## config.mk

```make
export PLATFORM = sky130hd
export DESIGN_NAME = vdsr_status_regs
export DESIGN_NICKNAME = d
export VERILOG_FILES = /design/src/inc/vdsr_pkg.sv /design/src/logic/vdsr_status_regs.sv
export SDC_FILE = /design/constraint.sdc
export NUM_CORES = 1
export LEC_CHECK = 0
export BUFFER_PORTS_ARGS = -buffer_cell sky130_fd_sc_hd__buf_2
export CAP_MARGIN = 10
export CORE_MARGIN = 2
export CORE_UTILIZATION = 45
export CTS_BUF_LIST = sky130_fd_sc_hd__clkbuf_8
export CTS_CLUSTER_DIAMETER = 50
export DETAILED_ROUTE_END_ITERATION = 6
export PLACE_DENSITY_LB_ADDON = 0.08
export SETUP_SLACK_MARGIN = 0.15
export SLEW_MARGIN = 20
export SYNTH_ARGS = -nofsm -noshare
export SYNTH_HDL_FRONTEND = slang
export SYNTH_SLANG_ARGS = --single-unit
```

## constraint.sdc

```tcl
create_clock -name clk_sys -period 2.63 [get_ports clk_sys]
set_clock_uncertainty 0.05 [all_clocks]
set_input_delay 0.3945 -clock clk_sys [delete_from_list [all_inputs] [get_ports clk_sys]]
set_output_delay 0.3945 -clock clk_sys [all_outputs]
set_load 0.02 [all_outputs]
```

## src/inc/vdsr_pkg.sv

```systemverilog
// Constants and carrier types for the video decoder status register bank
package vdsr_pkg;

  // Register sub addresses
  localparam logic [7:0] ADDR_REQUEST = 8'h0a;
  localparam logic [7:0] ADDR_STATUS = 8'h10;
  localparam logic [7:0] ADDR_COPY = 8'h11;
  localparam logic [7:0] ADDR_CAPTION_LOW = 8'h12;
  localparam logic [7:0] ADDR_CAPTION_HIGH = 8'h13;
  localparam logic [7:0] ADDR_EXTENDED_LOW = 8'h14;
  localparam logic [7:0] ADDR_EXTENDED_HIGH = 8'h15;
  localparam logic [7:0] ADDR_VBWSS_ONE = 8'h16;
  localparam logic [7:0] ADDR_VBWSS_TWO = 8'h17;
  localparam logic [7:0] ADDR_PART = 8'h18;

  // Decode request bit positions
  localparam int REQ_CAPTION_BIT = 0;
  localparam int REQ_EXTENDED_BIT = 1;
  localparam int REQ_VBWSS_BIT = 2;

  // Values after reset, and the value read at an unmapped address
  localparam logic [15:0] WORD_RESET = 16'h0000;
  localparam logic [7:0] READ_RESET = 8'h00;
  localparam logic [7:0] UNMAPPED_READ = 8'h00;

  // Live levels from the video datapath
  typedef struct packed {
    logic gainMethodFlag;
    logic verticalLockFail;
    logic inputOverflowFlag;
    logic chromaSuppressActive;
    logic noInputFlag;
  } vdsr_video_t;

  // Copy-protection detector levels, msb first as read at bits 6..0
  typedef struct packed {
    logic fakeSyncFound;
    logic gainPulseFound;
    logic porchPulseFound;
    logic syncShrinkFound;
    logic stripeKind;
    logic stripeFound;
    logic cpGainProcessFound;
  } vdsr_copy_t;

  // Decode completion strobes and results
  typedef struct packed {
    logic captionDone;
    logic extendedDone;
    logic vbidWssDone;
    logic wssMode;
    logic [15:0] captionWord;
    logic [15:0] extendedWord;
    logic [13:0] vbidWssWord;
  } vdsr_done_t;

  // Decoders armed and waiting for data
  typedef struct packed {
    logic vbidWss;
    logic extended;
    logic caption;
  } vdsr_armed_t;

endpackage : vdsr_pkg

```

## src/logic/vdsr_status_regs.sv

```systemverilog
// Read-only status and decoded-data register bank of the video decoder
//
// Notes on behaviour
// - Status bit 0 high when no input
// - Status bit 1 shows chroma suppression active
// - Status bit 2 shows converter input overflow
// - Status bit 3 high when vertical lock fails
// - Status bit 4 zero sync, one peak gain
// - Status bit 5 caption data held
// - Status bit 6 extended data held
// - Status bit 7 VBID or WSS held
// - Request write clears flag, arms, completion sets
// - Protection bit 0 gain process found
// - Protection bit 1 color stripe found
// - Protection bit 2 stripe type 2 or 3
// - Protection bit 3 sync amplitude reduced
// - Protection bit 4 back porch pulse
// - Protection bits 5,6 gain and fake sync
// - Caption word low 0x12, high 0x13
// - Extended word low 0x14, high 0x15
// - VBID bits placed across 0x16, 0x17
// - WSS bits placed ascending across 0x17, 0x16
// - Identity holds part code and revision
`timescale 1ns/10ps
module vdsr_status_regs
  import vdsr_pkg::*;
#(
  parameter logic [5:0] PART_CODE = 6'h15,     // Arbitrary value
  parameter logic [1:0] REVISION_NUMBER = 2'h1 // Arbitrary value
) (
  input wire logic clk_sys,
  input wire logic reset_n,
  input wire logic [7:0] regAddr,
  input wire logic regWrEn,
  input wire logic [7:0] regWrData,
  input wire logic regRdEn,
  output logic [7:0] regRdData,
  input wire vdsr_video_t videoStatus,
  input wire vdsr_copy_t copyStatus,
  input wire vdsr_done_t decodeDone,
  output vdsr_armed_t decodeArmed
);

  // Both VBID and WSS land in one 16-bit image: high byte 0x16, low byte 0x17
  function automatic logic [15:0] vbwssImage(input logic wss, input logic [13:0] w);
    logic [15:0] img;
    img = 16'h0000;
    if (wss) begin
      img[7:0] = w[7:0];
      img[13:8] = w[13:8];
    end else begin
      for (int i = 0; i < 6; i++) begin
        img[13 - i] = w[i];
      end
      for (int j = 0; j < 8; j++) begin
        img[7 - j] = w[6 + j];
      end
    end
    return img;
  endfunction : vbwssImage

  logic captionReady_q, captionReady_d;
  logic extendedReady_q, extendedReady_d;
  logic vbidWssReady_q, vbidWssReady_d;
  vdsr_armed_t armed_q, armed_d;
  logic [15:0] captionWord_q, captionWord_d;
  logic [15:0] extendedWord_q, extendedWord_d;
  logic [15:0] vbwssWord_q, vbwssWord_d;
  logic [7:0] regRdData_q, regRdData_d;
  logic reqWrite;
  logic capTake, extTake, vbTake;
  logic [7:0] statusByte;

  assign reqWrite = regWrEn && (regAddr == ADDR_REQUEST);
  // A completion only counts while that decoder is armed
  assign capTake = decodeDone.captionDone && armed_q.caption;
  assign extTake = decodeDone.extendedDone && armed_q.extended;
  assign vbTake = decodeDone.vbidWssDone && armed_q.vbidWss;

  assign statusByte = {vbidWssReady_q, extendedReady_q, captionReady_q,
                       videoStatus.gainMethodFlag, videoStatus.verticalLockFail,
                       videoStatus.inputOverflowFlag, videoStatus.chromaSuppressActive,
                       videoStatus.noInputFlag};

  // Decode handshake: set beats the clear so a result is never lost
  always_comb begin
    captionReady_d = captionReady_q;
    extendedReady_d = extendedReady_q;
    vbidWssReady_d = vbidWssReady_q;
    armed_d = armed_q;
    captionWord_d = captionWord_q;
    extendedWord_d = extendedWord_q;
    vbwssWord_d = vbwssWord_q;
    if (capTake) begin
      armed_d.caption = 1'b0;
    end
    if (extTake) begin
      armed_d.extended = 1'b0;
    end
    if (vbTake) begin
      armed_d.vbidWss = 1'b0;
    end
    if (reqWrite && regWrData[REQ_CAPTION_BIT]) begin
      captionReady_d = 1'b0;
      armed_d.caption = 1'b1;
    end
    if (reqWrite && regWrData[REQ_EXTENDED_BIT]) begin
      extendedReady_d = 1'b0;
      armed_d.extended = 1'b1;
    end
    if (reqWrite && regWrData[REQ_VBWSS_BIT]) begin
      vbidWssReady_d = 1'b0;
      armed_d.vbidWss = 1'b1;
    end
    if (capTake) begin
      captionReady_d = 1'b1;
      captionWord_d = decodeDone.captionWord;
    end
    if (extTake) begin
      extendedReady_d = 1'b1;
      extendedWord_d = decodeDone.extendedWord;
    end
    if (vbTake) begin
      vbidWssReady_d = 1'b1;
      vbwssWord_d = vbwssImage(decodeDone.wssMode, decodeDone.vbidWssWord);
    end
  end

  always_ff @(posedge clk_sys or negedge reset_n) begin
    if (!reset_n) begin
      captionReady_q <= 1'b0;
      extendedReady_q <= 1'b0;
      vbidWssReady_q <= 1'b0;
      armed_q <= '0;
      captionWord_q <= WORD_RESET;
      extendedWord_q <= WORD_RESET;
      vbwssWord_q <= WORD_RESET;
    end else begin
      captionReady_q <= captionReady_d;
      extendedReady_q <= extendedReady_d;
      vbidWssReady_q <= vbidWssReady_d;
      armed_q <= armed_d;
      captionWord_q <= captionWord_d;
      extendedWord_q <= extendedWord_d;
      vbwssWord_q <= vbwssWord_d;
    end
  end

  // Read path; status is sampled at the read strobe, so one cycle of latency
  always_comb begin
    regRdData_d = regRdData_q;
    if (regRdEn) begin
      unique case (regAddr)
        ADDR_STATUS: regRdData_d = statusByte;
        ADDR_COPY: regRdData_d = {1'b0, copyStatus};
        ADDR_CAPTION_LOW: regRdData_d = captionWord_q[7:0];
        ADDR_CAPTION_HIGH: regRdData_d = captionWord_q[15:8];
        ADDR_EXTENDED_LOW: regRdData_d = extendedWord_q[7:0];
        ADDR_EXTENDED_HIGH: regRdData_d = extendedWord_q[15:8];
        ADDR_VBWSS_ONE: regRdData_d = {2'b00, vbwssWord_q[13:8]};
        ADDR_VBWSS_TWO: regRdData_d = vbwssWord_q[7:0];
        ADDR_PART: regRdData_d = {REVISION_NUMBER, PART_CODE};
        default: regRdData_d = UNMAPPED_READ;
      endcase
    end
  end

  always_ff @(posedge clk_sys or negedge reset_n) begin
    if (!reset_n) begin
      regRdData_q <= READ_RESET;
    end else begin
      regRdData_q <= regRdData_d;
    end
  end

  assign regRdData = regRdData_q;
  assign decodeArmed = armed_q;

  caption_clear_a: assert property (@(posedge clk_sys) disable iff (!reset_n)
    (reqWrite && regWrData[REQ_CAPTION_BIT] && !capTake) |=> (!captionReady_q && armed_q.caption))
    else $error("caption request did not clear and arm");

  caption_set_a: assert property (@(posedge clk_sys) disable iff (!reset_n)
    capTake |=> (captionReady_q && captionWord_q == $past(decodeDone.captionWord)))
    else $error("caption completion not stored");

  unarmed_ignore_a: assert property (@(posedge clk_sys) disable iff (!reset_n)
    (decodeDone.extendedDone && !armed_q.extended && !reqWrite) |=> $stable(extendedWord_q) && $stable(extendedReady_q))
    else $error("extended data changed without request");

  vbwss_set_a: assert property (@(posedge clk_sys) disable iff (!reset_n)
    (vbTake && decodeDone.wssMode) |=> (vbidWssReady_q && vbwssWord_q[13:0] == $past(decodeDone.vbidWssWord)))
    else $error("WSS result misplaced");

  status_read_a: assert property (@(posedge clk_sys) disable iff (!reset_n)
    (regRdEn && regAddr == ADDR_STATUS) |=> (regRdData[0] == $past(videoStatus.noInputFlag)
      && regRdData[4] == $past(videoStatus.gainMethodFlag) && regRdData[5] == $past(captionReady_q)))
    else $error("status read mismatch");

  copy_read_a: assert property (@(posedge clk_sys) disable iff (!reset_n)
    (regRdEn && regAddr == ADDR_COPY) |=> (regRdData == {1'b0, $past(copyStatus)}))
    else $error("protection read mismatch");

  vbid_read_a: assert property (@(posedge clk_sys) disable iff (!reset_n)
    (regRdEn && regAddr == ADDR_VBWSS_ONE) |=> (regRdData[7:6] == 2'b00))
    else $error("reserved VBID bits not zero");

  part_read_a: assert property (@(posedge clk_sys) disable iff (!reset_n)
    (regRdEn && regAddr == ADDR_PART) |=> (regRdData == {REVISION_NUMBER, PART_CODE}))
    else $error("identity read mismatch");

  write_ignore_a: assert property (@(posedge clk_sys) disable iff (!reset_n)
    (regWrEn && regAddr != ADDR_REQUEST && !capTake) |=> $stable(captionWord_q) && $stable(captionReady_q))
    else $error("write to read-only register had effect");

  // Handshake of the other two decoders
  extended_clear_a: assert property (@(posedge clk_sys) disable iff (!reset_n)
    (reqWrite && regWrData[REQ_EXTENDED_BIT] && !extTake) |=> (!extendedReady_q && armed_q.extended))
    else $error("extended request did not clear and arm");

  vbwss_clear_a: assert property (@(posedge clk_sys) disable iff (!reset_n)
    (reqWrite && regWrData[REQ_VBWSS_BIT] && !vbTake) |=> (!vbidWssReady_q && armed_q.vbidWss))
    else $error("VBID or WSS request did not clear and arm");

  extended_set_a: assert property (@(posedge clk_sys) disable iff (!reset_n)
    extTake |=> (extendedReady_q && extendedWord_q == $past(decodeDone.extendedWord)))
    else $error("extended completion not stored");

  vbid_set_a: assert property (@(posedge clk_sys) disable iff (!reset_n)
    (vbTake && !decodeDone.wssMode) |=> (vbidWssReady_q && vbwssWord_q[15:14] == 2'b00
      && vbwssWord_q[13] == $past(decodeDone.vbidWssWord[0])
      && vbwssWord_q[8] == $past(decodeDone.vbidWssWord[5])
      && vbwssWord_q[7] == $past(decodeDone.vbidWssWord[6])
      && vbwssWord_q[0] == $past(decodeDone.vbidWssWord[13])))
    else $error("VBID result misplaced");

  // A request landing with a completion must not lose the result
  set_wins_a: assert property (@(posedge clk_sys) disable iff (!reset_n)
    (capTake && reqWrite && regWrData[REQ_CAPTION_BIT]) |=> (captionReady_q && armed_q.caption))
    else $error("caption result lost to a request");

  caption_drop_a: assert property (@(posedge clk_sys) disable iff (!reset_n)
    (capTake && !reqWrite) |=> !armed_q.caption)
    else $error("caption decoder still armed after completion");

  extended_drop_a: assert property (@(posedge clk_sys) disable iff (!reset_n)
    (extTake && !reqWrite) |=> !armed_q.extended)
    else $error("extended decoder still armed after completion");

  vbwss_drop_a: assert property (@(posedge clk_sys) disable iff (!reset_n)
    (vbTake && !reqWrite) |=> !armed_q.vbidWss)
    else $error("VBID or WSS decoder still armed after completion");

  arm_only_a: assert property (@(posedge clk_sys) disable iff (!reset_n)
    (!reqWrite && !armed_q.extended) |=> !armed_q.extended)
    else $error("extended decoder armed without request");

  caption_ignore_a: assert property (@(posedge clk_sys) disable iff (!reset_n)
    (decodeDone.captionDone && !armed_q.caption && !reqWrite)
      |=> $stable(captionWord_q) && $stable(captionReady_q))
    else $error("caption data changed without request");

  vbwss_ignore_a: assert property (@(posedge clk_sys) disable iff (!reset_n)
    (decodeDone.vbidWssDone && !armed_q.vbidWss && !reqWrite)
      |=> $stable(vbwssWord_q) && $stable(vbidWssReady_q))
    else $error("VBID or WSS data changed without request");

  status_rest_a: assert property (@(posedge clk_sys) disable iff (!reset_n)
    (regRdEn && regAddr == ADDR_STATUS) |=> (regRdData[1] == $past(videoStatus.chromaSuppressActive)
      && regRdData[2] == $past(videoStatus.inputOverflowFlag) && regRdData[3] == $past(videoStatus.verticalLockFail)))
    else $error("status level bits mismatch");

  status_flags_a: assert property (@(posedge clk_sys) disable iff (!reset_n)
    (regRdEn && regAddr == ADDR_STATUS) |=> (regRdData[6] == $past(extendedReady_q)
      && regRdData[7] == $past(vbidWssReady_q)))
    else $error("status ready flags mismatch");

  caption_low_a: assert property (@(posedge clk_sys) disable iff (!reset_n)
    (regRdEn && regAddr == ADDR_CAPTION_LOW) |=> (regRdData == $past(captionWord_q[7:0])))
    else $error("caption low byte mismatch");

  caption_high_a: assert property (@(posedge clk_sys) disable iff (!reset_n)
    (regRdEn && regAddr == ADDR_CAPTION_HIGH) |=> (regRdData == $past(captionWord_q[15:8])))
    else $error("caption high byte mismatch");

  extended_low_a: assert property (@(posedge clk_sys) disable iff (!reset_n)
    (regRdEn && regAddr == ADDR_EXTENDED_LOW) |=> (regRdData == $past(extendedWord_q[7:0])))
    else $error("extended low byte mismatch");

  extended_high_a: assert property (@(posedge clk_sys) disable iff (!reset_n)
    (regRdEn && regAddr == ADDR_EXTENDED_HIGH) |=> (regRdData == $past(extendedWord_q[15:8])))
    else $error("extended high byte mismatch");

  vbwss_one_a: assert property (@(posedge clk_sys) disable iff (!reset_n)
    (regRdEn && regAddr == ADDR_VBWSS_ONE) |=> (regRdData[5:0] == $past(vbwssWord_q[13:8])))
    else $error("VBID or WSS first byte mismatch");

  vbwss_two_a: assert property (@(posedge clk_sys) disable iff (!reset_n)
    (regRdEn && regAddr == ADDR_VBWSS_TWO) |=> (regRdData == $past(vbwssWord_q[7:0])))
    else $error("VBID or WSS second byte mismatch");

  request_read_a: assert property (@(posedge clk_sys) disable iff (!reset_n)
    (regRdEn && regAddr == ADDR_REQUEST) |=> (regRdData == UNMAPPED_READ))
    else $error("request register did not read zero");

  write_hold_a: assert property (@(posedge clk_sys) disable iff (!reset_n)
    (regWrEn && !regRdEn) |=> $stable(regRdData))
    else $error("write disturbed read data");

  extended_write_a: assert property (@(posedge clk_sys) disable iff (!reset_n)
    (regWrEn && regAddr != ADDR_REQUEST && !extTake) |=> $stable(extendedWord_q) && $stable(extendedReady_q))
    else $error("write changed extended data");

endmodule : vdsr_status_regs

```

**Word level (Yosys, flattened, before mapping)**

Cells that the tools add are included.

- Eq/ne operators: 10
- Mux-type cells: 14
- Reduce and logical (&&, ||, !) cells: 10

Operator list:

| kind | number |
|---|---|
| 8-bit by 5-bit == test with 1-bit output, second input constant | 9 |
| 8-bit one-hot mux with 9 select lines | 1 |
| 14-bit 2-to-1 mux | 1 |
| 1-bit 2-to-1 mux | 12 |
| 8-bit by 4-bit == test with 1-bit output, second input constant | 1 |
| 1-bit logical AND | 7 |
| 2-bit nonzero test | 3 |

- Register bits after elaboration: 60
- Input port bits: 82
- Logic and storage cells: 44
- Output and inout bits: 11

**Depth between registers and ports, before layout**

Gate-level depths: netlist of run 1.

- Depth in word-level cells: 5
- Depth in mapped cells: 6
- Mapped depth without buffers: 4

**Worst setup path before layout of run 1**

No wires, ideal clock.

- Path type: input port to flip-flop
- From: in regAddr[5]
- To: reg regRdData_q[0] (netlist: regRdData[0])
- Required time: 2,494 ps
- Path slack: 1,086 ps
- Library setup time: 86 ps
- Data arrival time: 1,408 ps
- Stages: 4
- Path buffers: 0
- Cells stage by stage: or4b_4 a2111oi_4 a21oi_2 o221ai_2

- Cells in the longest elaborated chain, start to end: 2
- Elaborated cells between the ends (all ways): 10
- Those cells by class: eq/ne (9); mux (1)

Ends and longest elaborated chain:

| item | RTL line | text |
|---|---|---|
| start: declaration | vdsr_status_regs.sv:33 | `input wire logic [7:0] regAddr,` |
| 8-bit by 5-bit == test with 1-bit output | vdsr_status_regs.sv:153 | `unique case (regAddr)` |
| 8-bit one-hot mux with 9 select lines (*) | vdsr_status_regs.sv:153 |  |
| end signal: assignment | vdsr_status_regs.sv:172 | `regRdData_q <= regRdData_d;` |
| end: declaration | vdsr_status_regs.sv:69 | `logic [7:0] regRdData_q, regRdData_d;` |

Mark *: on every way between the ends. The rest lies on a longest branch, timed or not.
A chain may end at the register's enable or synchronous reset.

**Final worst setup path of run 1**

- From: in regAddr[0]
- To: reg regRdData_q[1] (netlist: regRdData[1])

Same word-level chain as after synthesis.

==> summary.md, run 1 <==
| Metric | Value |
|---|---|
| Status | finished clean |
| Routed WL | 6520 um |
| Relative slew slack | 0.490 |
| Cts repair resizes | 0 |
| Pre-antenna DRT Iters | 4 |
| First-pass GRT wire length | 10900 um |
| Maxcap violations | 0 |
| Min cycle time layout | roughly 1.6 ns |
| Synth Instances | 246 |
| Hold Path Class | in -> async |
| R2r worst-path depth | 4 |
| Sequential Power Share | 0.488 |
| Register area share after synthesis | 0.501 |
| Row cnt | 29 |
| TritonCTS buffer count | 9 |
| Clock transition at path regs | roughly 0.06 ns |
| CTS tree | yes |
| Worst-margin pin slew | 0.765 ns |
| Crit Path Max Fanout | 13 |
| Final nets | between 400 and 500 |
| Post-synth top area share | 0.501 |
| # setup viols final | 0 |
| Port Buf Inserts | 87 |
| RSZ-0062 raised after global routing | false |
| Fmax | a little over 600 MHz |
| Drc violations | 0 |
| Power Density | 582 nW/um2 |
| Synth cell types | 40 |
| Share of total power in the clock network | 0.376 |
| Clock H-tree levels | 3 |
| Post-CTS Setup Inserts | 0 |
| Via density | 5.42 |
| Design area | 3670 um2 |
| Critical Path Sink Type | flop |
| P_int | 1.64 mW |
| # diodes | 0 |
| #FFs+latches synth | 60 |
| Gr ovfl total | 0 |
| Largest net degree at the start of global routing | 61 |
| Die X | 85.6 um |
| Die Span Y | 85.6 um |
| Critical path type | in -> reg |
| Initial antenna violation count | 0 |
| Static Leak | roughly 1.8 nW |
| Drt initial violations | 77 |
| Clock Tree Buf Depth | 2 |
| Gr usage total | 0.193 |
| Clock sink count | 60 |
| Post-DP HPWL | 4840 um |
| Crit path launch type | primary input |
| CORE AREA | 6390 um2 |
| CP required | roughly 2.8 ns |
| Sw power | 498 uW |
| Area grow syn2layout | 22.5% |
| Worst vdd ir | around 0.29 mV |
| Clk Latency, worst-skew pair | 0.33 ns |
| Net Count, Synth | 328 |
| CTS Hold Bufs | 0 |
| Fill cell count | approximately 550 |
| Die area | approximately 7300 um2 |
| Root Buffer | clkbuf_8 |
| Avg Inst Size Synth | 12.2 um2 |
| Synth top area cells | dfrtp_1 (50%), mux2_2 (16%), mux2i_1 (6.0%), mux4_2 (3.0%), a21oi_1 (2.3%) |
| Average wire per standard cell | approximately 16 um |
| Flop-to-flop setup slack | 1.06 ns |
| Final Util | 0.574 |
| Final Max Tran Viols | 0 |
| Gpl congestion | 0.776 |
| Sw Ratio | 0.233 |
| Vias in the first global route | approximately 2300 |
| Area leader, netlist | dfrtp_1 |
| Antenna Nets Post-Route | 0 |
| Final hold viol count | 0 |
| Worst EP arrival | about 1.8 ns |
| Placement-stage cell area | 3480 um2 |
| Layout cells sized above 1 | 0.466 |
| Initial cell density of the core | 0.469 |
| Comb pwr share | 0.137 |
| Synth warn | 0 |
| I/O pin total | 93 |
| Final setup TNS | 0 ns |
| Final worst path period share | 0.621 |
| Post-synthesis cell area | 3000 um2 |
| Vias | 2234 |
[metal layers]
layer / part of all wire / GRT usage / vias up
met5: 0 / 0 / -
met4: 0.023 / 0.0866 / 0
met3: 0.057 / 0.0423 / 11
met2: 0.47 / 0.305 / 73
met1: 0.45 / 0.256 / 1067
li1: - / - / 1083
[worst max-delay path: stages]
cell and delay (ns):
buf_2 0.26, buf_4 0.25, mux2_2 0.36, a221oi_1 0.26
o22a_1 0.19, o22ai_1 0.06
[power groups by stage]
stage | sequential [mW] | combinational (mW) | clock (mW)
after global placement | 1.06 | 0.293 | 0
after floorplan | 1.05 | 0.181 | 0
after detailed placement | 1.06 | 0.295 | 0
final | 1.04 | 0.291 | 0.802
after global routing | 1.05 | 0.328 | 0.864
after CTS | 1.04 | 0.297 | 0.824
[final timing paths]
check                                       from                  to
worst min register to register  captionWord_q[7]    captionWord_q[7]
worst min-delay path                     reset_n    captionWord_q[1]
worst max-delay path                  regAddr[0]        regRdData[1]
min in group clk_sys              decodeDone[48]      decodeArmed[1]
max in group asynchronous                reset_n  extendedWord_q[14]
worst max register to register   extendedReady_q        regRdData[6]
[cells by family (layout without fill, tap and decap cells)]
family                 Yosys count  count (layout)  synth area share
buffers and inverters           27             116            0.0388
flip-flops                      60              60             0.501
AND/OR/NAND/NOR                 45              45            0.0835
AO/OA/AOI/OAI                   49              49             0.119
multiplexers                    65              65             0.257
[state kept, by name (all words and copies together) (netlist names)]
| register | cells |
|---|---|
| vbwssWord_q | 14 |
| extendedWord_q | 16 |
| regRdData | 8 |
| vbidWssReady_q | 1 |
| captionWord_q | 16 |
| extendedReady_q | 1 |
| decodeArmed | 3 |
| captionReady_q | 1 |
[area by class of cell]
cell class	instances	area (um2)	area share
clock buffers	11	151	0.0413
clock inverters	3	38.8	0.0106
inverters	12	45.0	0.0123
multi-input cells	159	1380	0.376
flip-flops and latches	60	1500	0.409
well taps	77	96.3	0.0263
repair buffers	90	458	0.125
[placed cells by master, fill, tap and decap left out, types with 3 or more instances in the layout]
cell type,synthesis,routed
a21oi_1,14,14
nor2_1,17,17
inv_1,12,13
nand2_1,6,6
a211oi_1,4,4
clkbuf_8,0,11
dfrtp_1,60,60
buf_2,6,87
nor3_1,3,3
o21ai_0,6,6
a22o_1,6,6
mux2i_1,18,18
mux4_2,4,4
mux2_2,42,42
buf_4,2,3
o22ai_1,7,7
nand2b_1,3,3
[cell usage after synthesis]
master,n
nor2b_1,2
a21oi_1,14
or2_2,1
nand4_1,1
and2_1,1
a221oi_1,2
a221o_1,1
a2111oi_4,1
buf_2,6
a211oi_1,4
nor3_1,3
nor2_1,17
a32o_1,2
o22ai_1,7
and2b_1,1
a21oi_2,1
o221ai_2,1
o22a_1,1
nor4bb_1,2
a22o_1,6
nand2_1,6
a311oi_1,1
nand3_1,2
buf_1,2
nor4b_1,2
and4b_2,1
mux4_1,1
clkbuf_1,5
and4_1,1
a21o_1,2
mux4_2,4
nor3_2,1
o21ai_0,6
mux2_2,42
buf_4,2
nand2b_1,3
inv_1,12
or4b_4,1
dfrtp_1,60
mux2i_1,18
[stage by stage]
stage	hold slack [ns]	total power [mW]	setup WS (ns)	instances
detailed placement	0.439	1.35	0.633	398
finish	0.171	2.13	0.996	412
global route	0.233	2.24	0.835	412
CTS	0.198	2.16	0.982	412
floorplan	0.0489	1.23	1.09	246
global placement	0.432	1.35	0.649	398
Power figures use the tool's default switching activity.
==> run 2: changes to the inputs <==
--- a/config.mk
+++ b/config.mk
@@ -5,6 +5,7 @@
 export SDC_FILE = /design/constraint.sdc
 export NUM_CORES = 1
 export LEC_CHECK = 0
+export ABC_AREA = 1
 export BUFFER_PORTS_ARGS = -buffer_cell sky130_fd_sc_hd__buf_2
 export CAP_MARGIN = 10
 export CORE_MARGIN = 2
==> constraint.sdc (replaced) <==
create_clock -name clk_sys -period 1.7 [get_ports clk_sys]
set_clock_uncertainty 0.05 [all_clocks]
set_input_delay 0.255 -clock clk_sys [delete_from_list [all_inputs] [get_ports clk_sys]]
set_output_delay 0.255 -clock clk_sys [all_outputs]
set_load 0.02 [all_outputs]
==> run 2 against run 1 <==
  * Sequential power increased by 92%
  * Area after synthesis increased by 5.5%
  * Highest routed layer unchanged
  * Die area increased by 5.2%
  * Via count increased by 25%
  * Setup slack got worse by 0.65 ns
  * Non-clock buffer count increased by 7
  * First-iteration DRC count increased by 87%
  * Hold slack got worse by 0.084 ns
  * Design area increased by 6.5%
  * Combinational power increased by 130%
  * Cell count increased by 40%
==> summary.md, run 2 <==
| Metric | Value |
|---|---|
| CTS tree | yes |
| Synth cell types | 23 (-43%) |
| Fmax | roughly 740 MHz |
| Synth Instances | 381 (+55%) |
| Via density | 4.85 (-11%) |
| Asr flop ratio synth | 1.00 (unchanged) |
| Clock transition at path regs | 0.07 ns (about the same) |
| Finished Layout Cells | 576 (+40%) |
| Gpl congestion | 0.821 (+5.8%) |
| Critical Path Sink Type | flop |
| Post-DP HPWL | 5850 um (+21%) |
| Min cycle time layout | around 1.4 ns |
| Crit Path Max Fanout | 18 (+5) |
| CORE AREA | 6790 um2 (+6.4%) |
| Layout cells sized above 1 | 0.327 (-0.139) |
| Pre-antenna DRT Iters | 4 (unchanged) |
| Power Density | 958 nW/um2 (+65%) |
| Hold Path Class | in -> reg |
| Clock Tree Buf Depth | 2 (unchanged) |
| Worst vdd ir | 0.559 mV (+95%) |
| Die Span Y | 87.8 um (+2.6%) |
| Commonest cells after routing, fill and taps aside | nand2_1 (87), buf_2 (87), dfrtp_1 (60) |
| Row cnt | 30 (+3.4%) |
| Avg Inst Size Synth | 8.29 um2 (-32%) |
| TritonCTS buffer count | 9 (unchanged) |
| Area grow syn2layout | 23.7% |
| Average wire per standard cell | 13.5 um (-15%) |
| RSZ-0062 raised after global routing | false |
| Static Leak | 2.15 nW (+19%) |
| Drc violations | 0 (unchanged) |
| Post-synth top area share | 0.475 (-0.0260) |
| Synth top cells by count | nand2_1 (87), dfrtp_1 (60), nand3_1 (46), nor2_1 (45), inv_1 (36) |
| Port Buf Inserts | 87 (unchanged) |
| Final nets | 557 (+35%) |
| Post-synthesis cell area | 3160 um2 (+5.5%) |
| Critical path's slowest cell | dfrtp_1 |
| Crit path launch type | flop |
| Clock sink count | 60 (unchanged) |
| Crit-path cells | nand2_1 -> clkinvlp_4 -> buf_4 -> o211ai_1 -> nand2_1 |
| Routed WL | 7770 um (+19%) |
| Initial cell density of the core | 0.465 (-0.00403) |
| Gr ovfl total | 0 (unchanged) |
| Critical path type | reg -> reg |
| Gr usage total | 0.218 (+0.0247) |
| Fill cell count | 660 (+19%) |
| #FFs+latches synth | 60 (unchanged) |
| Multi-input gate area | 1420 um2 (+2.7%) |
| Synth warn | 0 (unchanged) |
| Synth top area cells | dfrtp_1 (48%), nand2_1 (10%), mux2_2 (10%), nand3_1 (7.3%), nor2_1 (5.3%) |
| Drt initial violations | 144 (+87%) |
| Final hold viol count | 0 (unchanged) |
| Flop-to-flop setup slack | 0.35 ns (-0.71 ns) |
| Top flop regs | captionWord_q: 16 flops, extendedWord_q: 16 flops, vbwssWord_q: 14 flops |
| Largest net degree at the start of global routing | 61 (unchanged) |
| Clock H-tree levels | 3 (unchanged) |
| Vias | 2793 (+25%) |
| Die X | 87.8 um (+2.6%) |
| Most frequent CP cell | nand2_1 |
| Final worst path period share | 0.795 |
| First-pass GRT wire length | 12600 um (+15%) |
| Status | finished clean |
| Most frequent cell after synthesis | nand2_1 |
| Net Count, Synth | 463 (+41%) |
| Area leader, netlist | dfrtp_1 |
| Relative slew slack | 0.744 (+0.254) |
| I/O pin total | 93 (unchanged) |
| Worst EP arrival | 1.53 ns (-0.26 ns) |
| Vias in the first global route | 2679 (+17%) |
| Antenna Nets Post-Route | 0 (unchanged) |
| Die area | 7710 um2 (+5.2%) |
| Maxcap violations | 0 (unchanged) |
| Area taken by flip-flops and latches | 1500 um2 (unchanged) |
| Final setup TNS | 0 ns (unchanged) |
| Dominant synthesized flop cell | dfrtp_1 |
| Final Max Tran Viols | 0 (unchanged) |
| # setup viols final | 0 (unchanged) |
| Root Buffer | clkbuf_8 |
| EDFF count, synth | 0 (unchanged) |
| Register area share after synthesis | 0.475 (-0.0260) |
| Worst-margin pin slew | 0.384 ns (-0.381 ns) |
| CP max stage delay | 0.40 ns (+0.04 ns) |
| # diodes | 0 (unchanged) |
| CP required | 1.88 ns (-0.90 ns) |
| Placed Cells incl. Taps | 559 (+40%) |
| Initial antenna violation count | 0 (unchanged) |
| Clk Latency, worst-skew pair | 0.34 ns (about the same) |
[run 2: final timing paths]
check / cells past startpoint / from / end
max in group asynchronous: 3 / reset_n / captionWord_q[1]
min reg2reg: 2 / regRdData[2] / regRdData[2]
min: 2 / decodeDone[42] / captionWord_q[12]
max: 5 / decodeArmed[2] / vbwssWord_q[0]
max reg2reg: 5 / decodeArmed[2] / vbwssWord_q[0]
min in group asynchronous: 3 / reset_n / decodeArmed[2]
[run 2: final cells by class]
cell class | count | share of cell area
Inverter | 41 | 0.0403
Multi-Input combinational cell | 266 | 0.362
Clock inverter | 6 | 0.00640
Timing Repair Buffer | 97 | 0.141
Clock buffer | 10 | 0.0352
Sequential cell | 60 | 0.384
Tap cell | 96 | 0.0307
[run 2: cell families (layout without fill, tap and decap cells)]
group,after synthesis,in the layout,share of synthesized area
and+or+nand+nor,195,195,0.274
DFF,60,60,0.475
buffers and inverters,55,154,0.0768
AOI/OAI and AO/OA,43,43,0.0737
muxes,28,28,0.0998
[run 2: worst max-delay path, delay by kind of cell (launching register included)]
| family | cells | cell delay [ns] |
|---|---|---|
| flip-flops | 1 | 0.40 |
| buffers and inverters | 2 | 0.51 |
| AO/OA/AOI/OAI | 1 | 0.09 |
| AND/OR/NAND/NOR | 2 | 0.20 |
[run 2: routing by layer]
metal  track usage  wire (um)  up-vias
met4        0.0909        123        0
met5             0          0        -
met2         0.332       3520       67
met1         0.304       3690     1294
met3        0.0434        431       13
li1              -          -     1419
[run 2: where the power goes]
group / switching (mW) / leakage, nW / total, mW / internal (mW)
logic: 0.331 / 1.30 / 0.657 / 0.327
registers: 0.193 / 0.757 / 2.00 / 1.81
clock network: 0.541 / 0.101 / 1.08 / 0.542
[run 2: timing repair]
item	4_1_cts	5_1_grt
resized for setup	0	1
buffers inserted	0	0
hold buffers	1	0
hold endpoints to repair	60	0
endpoints found under the setup margin	0	1
[run 2: per-stage QoR]
step	util	power [mW]	setup WS [ns]	hold WS [ns]	cell area [um2]
finish	0.575	3.74	0.349	0.0876	3910
global route	0.575	3.96	0.204	0.0927	3910
CTS	0.575	3.77	0.361	0.0835	3900
detailed placement	0.549	2.69	0.181	0.239	3730
global placement	0.549	2.67	0.223	0.240	3730
floorplan	-	2.40	0.236	-0.0906	3160
